$ cat src/design/pdseq_pkg.sv
// package for the powered-device detect and classify sequencer
`default_nettype none
package pdseq_pkg;
   // ----------------------------------------
   // clock and timing
   // ----------------------------------------
   localparam int unsigned CLK_HZ          = 20_000_000;
   localparam int unsigned TICK_HZ         = 1000;
   localparam int unsigned TICK_DIV        = CLK_HZ / TICK_HZ;
   localparam int unsigned BACKOFF_MS      = 100;
   localparam int unsigned MIDSPAN_MS      = 2000;
   localparam int unsigned CLASS_EVENT_MS  = 12;
   localparam int unsigned MARK_PAUSE_MS   = 10;
   localparam int unsigned MEAS_STEP_MS    = 20;
   // ----------------------------------------
   // register map
   // ----------------------------------------
   localparam logic [3:0] REG_CTRL     = 4'h0;
   localparam logic [3:0] REG_CMD      = 4'h1;
   localparam logic [3:0] REG_STATUS   = 4'h2;
   localparam logic [3:0] REG_HPSTAT   = 4'h3;
   localparam logic [3:0] REG_ICUT     = 4'h4;
   localparam logic [3:0] REG_ILIM     = 4'h5;
   localparam logic [3:0] REG_FAULT    = 4'h6;
   // ctrl field positions
   localparam int unsigned CTRL_MODE_LO = 0;
   localparam int unsigned CTRL_DET_EN  = 2;
   localparam int unsigned CTRL_CLS_EN  = 3;
   localparam int unsigned CTRL_LEGACY  = 4;
   localparam int unsigned CTRL_TWO_EV  = 5;
   localparam int unsigned CTRL_HIPWR   = 6;
   // command bits
   localparam int unsigned CMD_DETECT   = 0;
   localparam int unsigned CMD_CLASSIFY = 1;
   localparam int unsigned CMD_PWR_ON   = 2;
   localparam int unsigned CMD_PWR_OFF  = 3;
   localparam logic [7:0]  CTRL_RESET   = 8'h00;
   // ----------------------------------------
   // port operating mode field
   // ----------------------------------------
   localparam logic [1:0] MODE_SHUTDOWN = 2'b00;
   localparam logic [1:0] MODE_MANUAL   = 2'b01;
   localparam logic [1:0] MODE_SEMI     = 2'b10;
   localparam logic [1:0] MODE_AUTO     = 2'b11;
   // ----------------------------------------
   // detection outcomes and classes
   // ----------------------------------------
   typedef enum logic [2:0] {
      DET_UNKNOWN = 3'h0, DET_SHORT = 3'h1, DET_CAP_HIGH = 3'h2, DET_R_LOW = 3'h3,
      DET_GOOD = 3'h4, DET_R_HIGH = 3'h5, DET_OPEN = 3'h6, DET_V_RANGE = 3'h7
   } pdseq_det_type;
   localparam logic [2:0] CLASS_0 = 3'h0;
   localparam logic [2:0] CLASS_3 = 3'h3;
   localparam logic [2:0] CLASS_4 = 3'h4;
   // ----------------------------------------
   // automatic thresholds, in ma
   // ----------------------------------------
   localparam logic [9:0] ICUT_C1 = 10'd112;
   localparam logic [9:0] ICUT_C2 = 10'd206;
   localparam logic [9:0] ICUT_C3 = 10'd375;
   localparam logic [9:0] ICUT_C4 = 10'd638;
   localparam logic [9:0] ILIM_LO = 10'd425;
   localparam logic [9:0] ILIM_HI = 10'd850;
   // ----------------------------------------
   // front-end drive and verdicts
   // ----------------------------------------
   typedef enum logic [2:0] {
      DRV_OFF = 3'h0, DRV_I1 = 3'h1, DRV_I2 = 3'h2, DRV_V1 = 3'h3,
      DRV_V2 = 3'h4, DRV_CLASS = 3'h5, DRV_MARK = 3'h6
   } pdseq_drv_type;
   typedef struct packed {
      logic       low_volt;
      logic       r_valid;
      logic       cap_high;
      logic [2:0] verdict;
      logic [2:0] class_band;
   } pdseq_meas_type;
   typedef struct packed {
      logic [3:0] addr;
      logic [9:0] wdata;
      logic       wr;
      logic       rd;
   } pdseq_bus_type;
endpackage
`default_nettype wire

$ cat src/design/pdseq_timer.sv
// millisecond tick divider and down-counter for sequencer waits
`default_nettype none
module pdseq_timer #(
   parameter int unsigned DIV = pdseq_pkg::TICK_DIV
) (
   // clock and reset
   input  wire logic        clk,
   input  wire logic        reset,
   // control
   input  wire logic        load,
   input  wire logic [11:0] load_ms,
   // status
   output logic             expired
);
   import pdseq_pkg::*;
   typedef struct packed {
      logic [15:0] div;
      logic [11:0] ms;
      logic        exp;
   } pdseq_tmr_type;
   pdseq_tmr_type s_q, s_d;
   logic tick;
   assign tick    = (s_q.div == 16'h0000);
   assign expired = s_q.exp;
   always_comb begin
      s_d = s_q;
      s_d.div = tick ? 16'(DIV - 1) : s_q.div - 16'h0001;
      if (load) begin
         s_d.ms  = load_ms;
         s_d.exp = 1'b0;
         s_d.div = 16'(DIV - 1);
      end else if (tick && !s_q.exp) begin
         if (s_q.ms <= 12'h001) begin
            s_d.exp = 1'b1;
            s_d.ms  = 12'h000;
         end else begin
            s_d.ms = s_q.ms - 12'h001;
         end
      end
   end
   always_ff @(posedge clk) begin
      if (reset) begin
         s_q <= '{div: 16'h0000, ms: 12'h000, exp: 1'b1};
      end else begin
         s_q <= s_d;
      end
   end
endmodule
`default_nettype wire

$ cat src/design/pdseq_core.sv
// detect and classify sequencer for one power-sourcing port
// ----------------------------------------
// ----------------------------------------
`default_nettype none
module pdseq_core #(
   parameter int unsigned TICK_CYCLES = pdseq_pkg::TICK_DIV
) (
   // clock and reset
   input  wire logic                     clk,
   input  wire logic                     reset,
   // configuration pins
   input  wire logic                     auto_pin,
   input  wire logic                     mid_pin,
   // register port
   input  wire pdseq_pkg::pdseq_bus_type bus,
   output logic [9:0]                    rdata,
   // analog front end
   input  wire pdseq_pkg::pdseq_meas_type meas,
   output pdseq_pkg::pdseq_drv_type      port_output_pin,
   output logic                          power_on
);
   import pdseq_pkg::*;
   // ----------------------------------------
   // state
   // ----------------------------------------
   typedef enum logic [3:0] {
      ST_IDLE = 4'h0, ST_I1 = 4'h1, ST_I2 = 4'h3, ST_V1 = 4'h2, ST_V2 = 4'h6,
      ST_CLS1 = 4'h7, ST_MARK = 4'h5, ST_CLS2 = 4'h4, ST_BACKOFF = 4'hc
   } pdseq_st_type;
   typedef struct packed {
      pdseq_st_type  st;
      logic [7:0]    ctrl;
      logic          auto_ok;
      logic          mid_ok;
      logic          strap_done;
      logic          manual_once;
      pdseq_det_type det;
      logic [2:0]    cls;
      logic          first_c4;
      logic          second_run;
      logic [9:0]    icut;
      logic [9:0]    ilim;
      logic          start_fault;
      logic          pwr;
      pdseq_drv_type drv;
      logic [9:0]    rdata;
      logic          tload;
      logic [11:0]   tms;
   } pdseq_state_type;
   pdseq_state_type s_q, s_d;
   logic auto_m, auto_s, mid_m, mid_s, t_exp;
   logic [1:0] mode;
   logic detect_on, cls_on, auto_md;
   // ----------------------------------------
   // pin synchronisers
   // ----------------------------------------
   // kept out of reset: the straps must be through both stages when reset lets go
   always_ff @(posedge clk) begin
      auto_m <= auto_pin;
      auto_s <= auto_m;
      mid_m  <= mid_pin;
      mid_s  <= mid_m;
   end
   pdseq_timer #(.DIV(TICK_CYCLES)) u_timer (
      .clk     (clk),
      .reset   (reset),
      .load    (s_q.tload),
      .load_ms (s_q.tms),
      .expired (t_exp)
   );
   // 11b without the auto strap is reserved and behaves as shutdown
   function automatic logic [1:0] eff_mode(input logic [1:0] m, input logic a);
      eff_mode = (m == MODE_AUTO && !a) ? MODE_SHUTDOWN : m;
   endfunction
   function automatic logic [9:0] cut_of(input logic [2:0] c);
      case (c)
         3'h1:    cut_of = ICUT_C1;
         3'h2:    cut_of = ICUT_C2;
         CLASS_4: cut_of = ICUT_C4;
         default: cut_of = ICUT_C3;  // class 0 as class 3
      endcase
   endfunction
   assign mode      = eff_mode(s_q.ctrl[CTRL_MODE_LO +: 2], s_q.auto_ok);
   assign auto_md   = (mode == MODE_AUTO);
   assign detect_on = (mode != MODE_SHUTDOWN) && s_q.ctrl[CTRL_DET_EN];
   assign cls_on    = s_q.ctrl[CTRL_CLS_EN];
   // ----------------------------------------
   // next state
   // ----------------------------------------
   always_comb begin
      s_d = s_q;
      s_d.tload = 1'b0;
      s_d.rdata = 10'h000;
      // strap sampled once after reset release
      if (!s_q.strap_done) begin
         s_d.strap_done = 1'b1;
         s_d.auto_ok    = auto_s;
         s_d.mid_ok     = mid_s;
         // standalone use: automatic mode with detection and classes on
         if (auto_s) begin
            s_d.ctrl = 8'h6f;
         end
      end
      // register writes
      if (bus.wr) begin
         case (bus.addr)
            REG_CTRL: s_d.ctrl = bus.wdata[7:0];
            REG_CMD: begin
               if (bus.wdata[CMD_DETECT] && mode == MODE_MANUAL) begin
                  s_d.manual_once = 1'b1;
               end
               if (bus.wdata[CMD_PWR_ON] && mode != MODE_SHUTDOWN && !auto_md) begin
                  if (mode == MODE_SEMI && s_q.ctrl[CTRL_HIPWR] && s_q.det != DET_GOOD) begin
                     s_d.start_fault = 1'b1;
                  end else begin
                     s_d.pwr = 1'b1;
                  end
               end
               if (bus.wdata[CMD_PWR_OFF]) begin
                  s_d.pwr = 1'b0;
               end
            end
            REG_ICUT: s_d.icut = bus.wdata;
            REG_ILIM: s_d.ilim = bus.wdata;
            REG_FAULT: s_d.start_fault = 1'b0;
            default: ;
         endcase
      end
      if (bus.rd) begin
         case (bus.addr)
            REG_CTRL:   s_d.rdata = {2'b00, s_q.ctrl};
            REG_STATUS: s_d.rdata = {1'b0, s_q.pwr, 2'b00, s_q.cls, s_q.det};
            REG_HPSTAT: s_d.rdata = {9'h000, s_q.second_run};
            REG_ICUT:   s_d.rdata = s_q.icut;
            REG_ILIM:   s_d.rdata = s_q.ilim;
            REG_FAULT:  s_d.rdata = {9'h000, s_q.start_fault};
            default:    s_d.rdata = 10'h000;
         endcase
      end
      if (mode == MODE_SHUTDOWN) begin
         s_d.pwr = 1'b0;
      end
      // sequencer
      case (s_q.st)
         ST_IDLE: begin
            s_d.drv = DRV_OFF;
            if (detect_on && !s_q.pwr &&
                (mode != MODE_MANUAL || s_q.manual_once)) begin
               // a detect command landing in this same cycle stays armed for the next run
               s_d.manual_once = bus.wr && bus.addr == REG_CMD && bus.wdata[CMD_DETECT] &&
                                 mode == MODE_MANUAL;
               s_d.st    = ST_I1;
               s_d.drv   = DRV_I1;
               s_d.tload = 1'b1;
               s_d.tms   = 12'(MEAS_STEP_MS);
            end else if (mode == MODE_MANUAL && cls_on && bus.wr && bus.addr == REG_CMD &&
                         bus.wdata[CMD_CLASSIFY] && !s_q.pwr) begin
               s_d.st    = ST_CLS1;
               s_d.drv   = DRV_CLASS;
               s_d.tload = 1'b1;
               s_d.tms   = 12'(CLASS_EVENT_MS);
               s_d.first_c4   = 1'b0;
               s_d.second_run = 1'b0;
            end
         end
         ST_I1: if (t_exp && !s_q.tload) begin
            if (meas.low_volt) begin
               s_d.det = DET_SHORT;
               s_d.st  = ST_BACKOFF;
               s_d.drv = DRV_OFF;
               s_d.tload = 1'b1;
               s_d.tms = s_q.mid_ok ? 12'(MIDSPAN_MS) : 12'(BACKOFF_MS);
            end else begin
               s_d.st  = ST_I2;
               s_d.drv = DRV_I2;
               s_d.tload = 1'b1;
               s_d.tms = 12'(MEAS_STEP_MS);
            end
         end
         ST_I2: if (t_exp && !s_q.tload) begin
            if (meas.r_valid) begin
               s_d.st  = ST_V1;
               s_d.drv = DRV_V1;
               s_d.tms = 12'(MEAS_STEP_MS);
            end else begin
               if (meas.cap_high && s_q.ctrl[CTRL_LEGACY]) begin
                  s_d.det = DET_GOOD;
               end else begin
                  s_d.det = pdseq_det_type'(meas.verdict);
               end
               s_d.st  = ST_BACKOFF;
               s_d.drv = DRV_OFF;
               s_d.tms = s_q.mid_ok ? 12'(MIDSPAN_MS) : 12'(BACKOFF_MS);
            end
            s_d.tload = 1'b1;
         end
         ST_V1: if (t_exp && !s_q.tload) begin
            s_d.st  = ST_V2;
            s_d.drv = DRV_V2;
            s_d.tload = 1'b1;
            s_d.tms = 12'(MEAS_STEP_MS);
         end
         ST_V2: if (t_exp && !s_q.tload) begin
            s_d.tload = 1'b1;
            if (meas.r_valid) begin
               s_d.det = DET_GOOD;
               if (cls_on && mode != MODE_MANUAL) begin
                  s_d.st  = ST_CLS1;
                  s_d.drv = DRV_CLASS;
                  s_d.tms = 12'(CLASS_EVENT_MS);
                  s_d.first_c4   = 1'b0;
                  s_d.second_run = 1'b0;
               end else begin
                  if (auto_md) begin
                     s_d.pwr  = 1'b1;
                     s_d.icut = ICUT_C3;
                     s_d.ilim = ILIM_LO;
                  end
                  s_d.st  = ST_BACKOFF;
                  s_d.drv = DRV_OFF;
                  s_d.tms = s_q.mid_ok ? 12'(MIDSPAN_MS) : 12'(BACKOFF_MS);
               end
            end else begin
               // a non-good verdict from the front end keeps its own code
               s_d.det = (meas.verdict == DET_GOOD) ? DET_UNKNOWN :
                         pdseq_det_type'(meas.verdict);
               s_d.st  = ST_BACKOFF;
               s_d.drv = DRV_OFF;
               s_d.tms = s_q.mid_ok ? 12'(MIDSPAN_MS) : 12'(BACKOFF_MS);
            end
         end
         ST_CLS1, ST_CLS2: if (t_exp && !s_q.tload) begin
            s_d.cls   = meas.class_band;
            s_d.tload = 1'b1;
            if (s_q.st == ST_CLS1 && meas.class_band == CLASS_4 && s_q.ctrl[CTRL_TWO_EV]) begin
               s_d.first_c4 = 1'b1;
               s_d.st  = ST_MARK;
               s_d.drv = DRV_MARK;
               s_d.tms = 12'(MARK_PAUSE_MS);
            end else begin
               s_d.st  = ST_BACKOFF;
               s_d.drv = DRV_OFF;
               s_d.tms = s_q.mid_ok ? 12'(MIDSPAN_MS) : 12'(BACKOFF_MS);
               if (auto_md && s_q.det == DET_GOOD &&
                   !(s_q.first_c4 && meas.class_band != CLASS_4)) begin
                  s_d.pwr  = 1'b1;
                  s_d.icut = cut_of(meas.class_band);
                  s_d.ilim = (meas.class_band == CLASS_4) ? ILIM_HI : ILIM_LO;
               end
            end
         end
         ST_MARK: if (t_exp && !s_q.tload) begin
            s_d.second_run = 1'b1;
            s_d.st  = ST_CLS2;
            s_d.drv = DRV_CLASS;
            s_d.tload = 1'b1;
            s_d.tms = 12'(CLASS_EVENT_MS);
         end
         ST_BACKOFF: if (t_exp && !s_q.tload) begin
            s_d.st = ST_IDLE;
         end
         default: s_d.st = ST_IDLE;
      endcase
   end
   // ----------------------------------------
   // registers and outputs
   // ----------------------------------------
   always_ff @(posedge clk) begin
      if (reset) begin
         s_q <= '{st: ST_IDLE, ctrl: CTRL_RESET, det: DET_UNKNOWN, drv: DRV_OFF,
                  icut: ICUT_C3, ilim: ILIM_LO, tms: 12'h000, rdata: 10'h000,
                  cls: CLASS_0, default: 1'b0};
      end else begin
         s_q <= s_d;
      end
   end
   assign rdata           = s_q.rdata;
   assign port_output_pin = s_q.drv;
   assign power_on        = s_q.pwr;
   // ----------------------------------------
   // checks
   // ----------------------------------------
   a_short_abort: assert property (@(posedge clk) disable iff (reset)
      (s_q.st == ST_I1 && t_exp && !s_q.tload && meas.low_volt) |=>
      (s_q.det == DET_SHORT && s_q.st == ST_BACKOFF)) else $error("short not aborted");
   a_volt_after_cur: assert property (@(posedge clk) disable iff (reset)
      (s_q.st == ST_V1) |-> $past(s_q.st) inside {ST_I2, ST_V1})
      else $error("forced voltage without current phase");
   a_second_flag: assert property (@(posedge clk) disable iff (reset)
      (s_q.st == ST_CLS2) |-> (s_q.second_run && s_q.first_c4 && s_q.ctrl[CTRL_TWO_EV]))
      else $error("second class without class 4");
   a_no_bad_pwr: assert property (@(posedge clk) disable iff (reset)
      ($rose(s_q.pwr) && auto_md) |-> !(s_q.first_c4 && s_q.cls != CLASS_4))
      else $error("invalid type 2 powered");
   a_hp_refuse: assert property (@(posedge clk) disable iff (reset)
      (bus.wr && bus.addr == REG_CMD && bus.wdata[CMD_PWR_ON] && mode == MODE_SEMI &&
       s_q.ctrl[CTRL_HIPWR] && s_q.det != DET_GOOD && !s_q.pwr) |=> (!s_q.pwr && s_q.start_fault))
      else $error("semi-auto high power powered without good");
   a_no_detect_off: assert property (@(posedge clk) disable iff (reset)
      (s_q.st == ST_IDLE && !detect_on) |=> s_q.st != ST_I1)
      else $error("detection while inhibited");
   a_class_thresh: assert property (@(posedge clk) disable iff (reset)
      ($rose(s_q.pwr) && auto_md && s_q.cls == CLASS_4 && s_q.st == ST_BACKOFF) |->
      (s_q.icut == ICUT_C4 && s_q.ilim == ILIM_HI)) else $error("class 4 thresholds");
   a_class_time: assert property (@(posedge clk) disable iff (reset)
      $rose(s_q.st == ST_CLS1) |-> (s_q.drv == DRV_CLASS)[*8])
      else $error("class voltage dropped early");
   a_semi_no_pwr: assert property (@(posedge clk) disable iff (reset)
      ($rose(s_q.pwr) && mode == MODE_SEMI) |->
      $past(bus.wr && bus.addr == REG_CMD && bus.wdata[CMD_PWR_ON]))
      else $error("semi-auto powered by itself");
   c_good_detect: cover property (@(posedge clk) s_q.st == ST_V2 ##1 s_q.det == DET_GOOD);
   c_two_event:   cover property (@(posedge clk) s_q.st == ST_MARK ##1 s_q.st == ST_CLS2);
   c_auto_power:  cover property (@(posedge clk) $rose(s_q.pwr) && auto_md);
   c_short:       cover property (@(posedge clk) $rose(s_q.det == DET_SHORT));
   c_refused:     cover property (@(posedge clk) s_q.st == ST_CLS2 ##1
      (s_q.st == ST_BACKOFF && !s_q.pwr && s_q.cls != CLASS_4));
endmodule
`default_nettype wire

$ cat config.mk
export PLATFORM = sky130hd
export DESIGN_NAME = pdseq_core
export DESIGN_NICKNAME = d
export VERILOG_FILES = /design/src/design/pdseq_pkg.sv /design/src/design/pdseq_timer.sv /design/src/design/pdseq_core.sv
export SDC_FILE = /design/constraint.sdc
export NUM_CORES = 1
export LEC_CHECK = 0
export ABC_AREA = 1
export BUFFER_PORTS_ARGS = -buffer_cell sky130_fd_sc_hd__buf_2
export CORE_AREA = 2 2 95 97
export DETAILED_ROUTE_END_ITERATION = 10
export DIE_AREA = 0 0 97 99
export GPL_TIMING_DRIVEN = 0
export PLACE_DENSITY = 0.84
export SETUP_SLACK_MARGIN = 0.2
export SYNTH_ARGS = -nofsm -noshare
export SYNTH_HDL_FRONTEND = slang
export SYNTH_SLANG_ARGS = --single-unit
$ cat constraint.sdc
create_clock -name clk -period 3.08 [get_ports clk]
set_input_delay 0.308 -clock clk [delete_from_list [all_inputs] [get_ports clk]]
set_output_delay 0.308 -clock clk [all_outputs]
set_load 0.02 [all_outputs]
==> results.yml, run 1 <==
clock_network:
  max-clock-path-buffers: 2
  tritoncts.num_buffers: 9
  clkSinkCount: 100
  tritoncts: "done"
  cts.reportedPaths.clkPinSlew_ns: 0.11
  cts_hold_repair.buffers: 0
  cts-root-buf: "sky130_fd_sc_hd__clkbuf_8"
  clk-insertion-delay-late_ns: 0.37
  clock_tree.htree_level_count: 3
  post-cts-setup-buffer-count: 0
  cts_resized: 0
critical_path:
  data_required_time_at_the_worst_endpoint_ns: 3.39
  r2r_start: "u_timer.s_q[1]"
  critPathCaptureType: "register"
  worstSetupPathType: "reg -> reg"
  terminus_of_the_critical_flop_to_flop_path: "u_timer.s_q[1]"
  r2r.worst_path.cells: 7
  critical_path.startpoint_type: "register"
  reg2reg_setup_slack_ns: 1.16
  timing.critical_path.fanout_max: 6
  crit_arrival_ns: 2.23
cells_and_area:
  num-nets-final: 924
  final_common_cell: "sky130_fd_sc_hd__nand2_1"
  post-route-util_pct: 70.3
  syn_to_final_growth_pct: 10.3
  drive_gt1_share_pct: 13.2
  final_cell_mix: "212 x sky130_fd_sc_hd__nand2_1, 139 x sky130_fd_sc_hd__nor2_1, 100 x sky130_fd_sc_hd__dfxtp_1"
  layout.cell_area.non_filler_um2: 6010
  antenna_cells_inserted: 0
logic_synthesis:
  dominantRegCellSynth: "sky130_fd_sc_hd__dfxtp_1"
  synth_compound_area_share_pct: 14.1
  synthesis.yosys.warnings: 0
  postSynth.asyncResetShare_pct: 0
  muxShareOfSynthArea_pct: 0.184
  post_synth_and_or_nand_nor_area_fraction_pct: 35.9
  main_combinational_cell_family_by_area_after_synthesis: "simple AND/OR/NAND/NOR gates"
  synth_fa_ha_area_share_pct: 0.689
  yosys.cell_types.count: 37
  synth_cells: 839
  synth_area_um2: 5450
  synth-edff-count: 0
  number_of_nets_in_the_synthesized_netlist: 871
  synth.yosys.seq_area_share_pct: 36.7
  synth-seq-cells: 100
  syn_area_per_cell_um2: 6.49
  post_synth_xor_area_fraction_pct: 2.09
die:
  floorplan.die.width_um: 97
  dieHeight_um: 99
  number_of_standard_cell_rows_in_the_floorplan: 34
  start_util_pct: 63.7
  floorplan.die_area_um2: 9600
  ioPinCount: 43
  core-area_um2: 8550
min_path:
  worstHoldPathType: "in -> reg"
  hold_path_startpoint: "auto_pin"
  hold-path-cell-count: 1
  worstHoldEndpoint: "auto_m"
global_routing:
  first_global_vias: 5228
  antenna_found_initial: 0
  grt_pass1_wl_um: 24300
  pin_count_of_the_biggest_net_entering_global_routing: 20
  grt_util_all_layers_pct: 31.1
  global_route.overflow_total: 0
run:
  max_cap_violations: 0
power_and_ir_drop:
  power_leakage_nw: 2.98
  post_layout_power_mw: 5.11
  power-per-cell-area_nw_per_um2: 850
  ir_drop_mv: 0.513
route:
  met2_wirelength_um: 6880
  detail_route.drc_violations: 0
  met3_wirelength_um: 1070
  route.detailed.vias_per_inst: 5.56
  wl_per_cell_um: 14.7
  drt_first_iter_violations: 344
  drt_pre_antenna_iters: 5
  routedLengthMet1_um: 6300
  maxUsedRoutingLayer: "met4"
  remaining_number_of_nets_flagged_by_the_antenna_check_after_routing: 0
  vias: 5584
  routed_wl_um: 14800
sta:
  slew_violations: 0
  final_hold_viol_count: 0
  whs_ns: 0.0317
  tns_ns: 0
  grt_setup_unrepaired: "false"
  worst_pin_slew_ns: 0.712
  tcrit_tclk_final_pct: 62.4
  fmax_ghz: 0.521
  setup_viol: 0
  timing.clock.skew_ns: 0.0139
  relSlewSlack_pct: 52.5
  period_minus_slack_ns: 1.92
status:
  status: "finished clean"
placement:
  placed_cell_areas_um2: 5790
  finalWeightedCongestion: 0.977
  portBuffers: 42
  place.detailed.hpwl_um: 11500
[worst max-delay path by stage]
stage | startpoint | to | slack (ns) | cells past startpoint
4_1_cts | u_timer.s_q[13] | u_timer.s_q[12] | 1.17 | 9
3_3_place_gp | s_q[12] | s_q[71] | 1.22 | 11
2_1_floorplan | u_timer.s_q[13] | u_timer.s_q[12] | 1.56 | 9
3_5_place_dp | u_timer.s_q[13] | u_timer.s_q[12] | 1.20 | 9
5_1_grt | u_timer.s_q[13] | u_timer.s_q[1] | 0.92 | 9
6_report | u_timer.s_q[1] | u_timer.s_q[1] | 1.16 | 7
[power by group]
group          leakage (nW)  internal (mW)  total, mW  switching (mW)
Combinational          2.05          0.801       2.41            1.61
Sequential            0.818           1.55       1.78           0.223
Clock                 0.107          0.399      0.920           0.521
Total                  2.98           2.75       5.11            2.36
[worst max-delay path, stage by stage (launching register included)]
cell and delay [ns]:
sky130_fd_sc_hd__dfxtp_1 0.37, sky130_fd_sc_hd__inv_1 0.09, sky130_fd_sc_hd__ha_1 0.26, sky130_fd_sc_hd__o21ai_0 0.20
sky130_fd_sc_hd__nor2_1 0.08, sky130_fd_sc_hd__a21oi_1 0.41, sky130_fd_sc_hd__o21ai_0 0.26, sky130_fd_sc_hd__a21oi_1 0.17
[per-layer routing]
layer / track usage [%] / vias to the layer above
li1: - / 2765
met1: 39.8 / 2534
met2: 52.2 / 241
met3: 4.47 / 44
met4: 14.2 / 0
met5: 0 / -
[through the flow]
stage | instances | worst slack [ns]
4_1_cts | 1005 | 1.17
5_1_grt | 1005 | 0.918
2_1_floorplan | 839 | 1.56
3_3_place_gp | 989 | 1.22
6_report | 1005 | 1.16
3_5_place_dp | 989 | 1.20
[Yosys cell counts (4+ instances only)]
cell type,count,share of area (%)
sky130_fd_sc_hd__xnor2_1,5,0.80
sky130_fd_sc_hd__nand4_1,12,1.4
sky130_fd_sc_hd__nor2_1,139,9.6
sky130_fd_sc_hd__nor2_4,4,0.83
sky130_fd_sc_hd__xor2_1,8,1.3
sky130_fd_sc_hd__a211oi_1,5,0.69
sky130_fd_sc_hd__nand2_1,212,15
sky130_fd_sc_hd__nand3_1,47,4.3
sky130_fd_sc_hd__buf_2,8,0.73
sky130_fd_sc_hd__o22ai_1,10,1.1
sky130_fd_sc_hd__nand2_2,8,0.92
sky130_fd_sc_hd__nor2_2,5,0.57
sky130_fd_sc_hd__nand2_4,4,0.83
sky130_fd_sc_hd__dfxtp_1,100,37
sky130_fd_sc_hd__nor3_1,7,0.64
sky130_fd_sc_hd__a21oi_1,50,4.6
sky130_fd_sc_hd__buf_4,13,1.8
sky130_fd_sc_hd__inv_1,97,6.7
sky130_fd_sc_hd__clkbuf_1,7,0.48
sky130_fd_sc_hd__inv_2,7,0.48
sky130_fd_sc_hd__o21ai_0,63,5.8
[area by class of cell]
type / count / area (um2)
buffer: 28 / 164
timing repair buffer: 42 / 210
inverter: 105 / 397
fill: 755 / 2540
sequential: 100 / 2000
clock buffer: 9 / 124
multi-input combinational: 606 / 2890
clock inverter: 7 / 93.8
tap: 108 / 135
[registers in the layout, indices dropped and copies added, names as in the netlist, 3 cells and up]
signal and cells:
s_q 52, port_output_pin 3, rdata 10, u_timer.s_q 28
[cell families after synthesis]
logic type,count (synthesis)
AOI/OAI and AO/OA,142
xor gates and xnor gates,13
adders and majority gates,3
buffers and inverters,133
DFF,100
muxes,1
and+or+nand+nor,447
Note: power is estimated with default switching activity, not from simulation.
==> inputs of run 2 (changes only) <==
- CORE_AREA: 2 2 95 97 -> 2 2 99 101
- DIE_AREA: 0 0 97 99 -> 0 0 101 103
- PLACE_DENSITY: 0.84 -> 0.78
- clock period: 3.08 -> 1.9 ns (I/O delays scaled with it)
==> results.yml, run 2 (same netlist as run 1, synthesis figures left out) <==
status:
  status: "finished clean"
global_routing:
  global_route.overflow_total: 0
  antenna_found_initial: 0
  first_global_vias: 5073
  pin_count_of_the_biggest_net_entering_global_routing: 18
  grt_pass1_wl_um: 24300
  grt_util_all_layers_pct: 29.6
sta:
  worst_pin_slew_ns: 0.771
  timing.clock.skew_ns: 0.0178
  fmax_ghz: 0.618
  grt_setup_unrepaired: "true"
  slew_violations: 0
  finalWorstSetupSlack_ns: 0.283
  tcrit_tclk_final_pct: 85.1
  setup_viol: 0
  period_minus_slack_ns: 1.62
  tns_ns: 0
  relSlewSlack_pct: 48.6
  final_hold_viol_count: 0
clock_network:
  clk-insertion-delay-late_ns: 0.38
  clock_tree.htree_level_count: 3
  tritoncts.num_buffers: 9
  max-clock-path-buffers: 2
  clkSinkCount: 100
  tritoncts: "done"
  cts.reportedPaths.clkPinSlew_ns: 0.10
  cts-root-buf: "sky130_fd_sc_hd__clkbuf_8"
power_and_ir_drop:
  power-per-cell-area_nw_per_um2: 1410
  ir_drop_mv: 0.717
  power_leakage_nw: 3.06
die:
  floorplan.die_area_um2: 10400
  number_of_standard_cell_rows_in_the_floorplan: 36
  core-area_um2: 9460
  dieHeight_um: 103
  ioPinCount: 43
  start_util_pct: 57.6
  floorplan.die.width_um: 101
cells_and_area:
  top_register: "s_q"
  antenna_cells_inserted: 0
  syn_to_final_growth_pct: 15.5
  final_common_cell: "sky130_fd_sc_hd__nand2_1"
  drive_gt1_share_pct: 17.7
  layout.cell_area.non_filler_um2: 6290
  post-route-util_pct: 66.5
  final_cell_mix: "208 x sky130_fd_sc_hd__nand2_1, 128 x sky130_fd_sc_hd__nor2_1, 96 x sky130_fd_sc_hd__dfxtp_1"
  num-nets-final: 936
  largest_register_ffs: 52
  n_fill_cell: 860
critical_path:
  cp_slowest_cell: "sky130_fd_sc_hd__dfxtp_1"
  r2r_start: "s_q[12]"
  timing.critical_path.mode_cell: "sky130_fd_sc_hd__nand2_1"
  r2r.worst_path.cells: 11
  worstSetupPathType: "reg -> reg"
  crit_arrival_ns: 1.92
  critPathCaptureType: "register"
  worstPathCellList: "buf_6 > inv_6 > nand2_8 > buf_8 > nand4_1 > nand2_1 > nor2_4 > nand2_4 > nand2_1 > nand2_1 > nor2_1"
  timing.critical_path.fanout_max: 9
  reg2reg_setup_slack_ns: 0.28
  data_required_time_at_the_worst_endpoint_ns: 2.20
  critical_path.startpoint_type: "register"
  terminus_of_the_critical_flop_to_flop_path: "s_q[3]"
  worst_path_largest_cell_delay_ns: 0.32
route:
  drt_first_iter_violations: 323
  wl_per_cell_um: 14.8
  remaining_number_of_nets_flagged_by_the_antenna_check_after_routing: 0
  detail_route.drc_violations: 0
  routed_wl_um: 15200
  drt_pre_antenna_iters: 5
  vias: 5618
  route.detailed.vias_per_inst: 5.49
run:
  max_cap_violations: 0
min_path:
  hold_path_startpoint: "bus[10]"
  worstHoldEndpoint: "s_q[36]"
  hold-path-cell-count: 3
  worstHoldPathType: "in -> reg"
placement:
  pre_cts_ws_ns: 0.00897
  place.detailed.hpwl_um: 11300
  portBuffers: 42
  finalWeightedCongestion: 0.930
  placed_cell_areas_um2: 5800
## run 2: cell types whose count changed in the layout (fill, tap and decap cells not counted), moves of 3 or more
| cell | before | now |
|---|---|---|
| sky130_fd_sc_hd__buf_2 | 50 | 46 |
| sky130_fd_sc_hd__nor2_1 | 139 | 128 |
| sky130_fd_sc_hd__dfxtp_1 | 100 | 96 |
| sky130_fd_sc_hd__nand2_1 | 212 | 208 |
| sky130_fd_sc_hd__inv_1 | 97 | 93 |
| sky130_fd_sc_hd__nor2_2 | 5 | 13 |
| sky130_fd_sc_hd__buf_4 | 13 | 25 |
| sky130_fd_sc_hd__nand2_2 | 8 | 11 |
| sky130_fd_sc_hd__nand3_1 | 47 | 44 |
| sky130_fd_sc_hd__o21ai_0 | 63 | 60 |
| sky130_fd_sc_hd__nor2_4 | 4 | 7 |
## run 2: what timing repair did
action | 4_1_cts | 5_1_grt
endpoints found under the hold margin | 2 | 0
buffers inserted | 1 | 9
setup endpoints to repair | 38 | 45
gates resized for setup | 18 | 38
hold buffers | 2 | 0
pin swaps | 1 | 9
## run 2: layer usage
| layer | part of all wire [%] | wire length [um] | GRT usage [%] |
|---|---|---|---|
| met2 | 47 | 7120 | 49.8 |
| met1 | 43 | 6540 | 38.4 |
| met4 | 3.0 | 451 | 11.5 |
| met5 | 0 | 0 | 0 |
| met3 | 6.9 | 1050 | 4.61 |
## run 2: layout make-up
cell class | count | area, um2 | share of cell area [%]
flip-flops and latches | 100 | 2010 | 32.0
clock buffers | 11 | 151 | 2.41
repair buffers | 54 | 305 | 4.85
plain buffers | 28 | 185 | 2.94
inverters | 105 | 405 | 6.44
clock inverters | 5 | 67.6 | 1.07
well taps | 114 | 143 | 2.27
multi-input cells | 606 | 3020 | 48.1
## run 2: through the flow
step                      hold slack (ns)  std cells  power [mW]
after floorplan                     0.218        839        5.82
after global placement              0.292        995        6.62
after detailed placement            0.300        995        6.72
after CTS                          0.0669       1014        8.34
after global routing               0.0686       1023        9.51
final                              0.0690       1023        8.85
## run 2: worst max-delay path by stage
| stage | start | to | cells past startpoint |
|---|---|---|---|
| after floorplan | u_timer.s_q[13] | u_timer.s_q[12] | 9 |
| after global placement | s_q[69] | s_q[71] | 9 |
| after detailed placement | s_q[69] | s_q[71] | 9 |
| after CTS | s_q[12] | s_q[3] | 11 |
| after global routing | u_timer.s_q[13] | u_timer.s_q[9] | 9 |
| final | s_q[12] | s_q[3] | 11 |
## run 2: worst max-delay path, delay by kind of cell, from the launching register on
family,cells,cell delay (ns)
flops,1,0.32
buf+inv,3,0.38
simple gates,8,0.85
## run 2: where the power goes
part | switching (mW) | internal, mW
Combinational | 2.80 | 1.60
Sequential | 0.396 | 2.53
Clock | 0.815 | 0.701
Total | 4.01 | 4.83
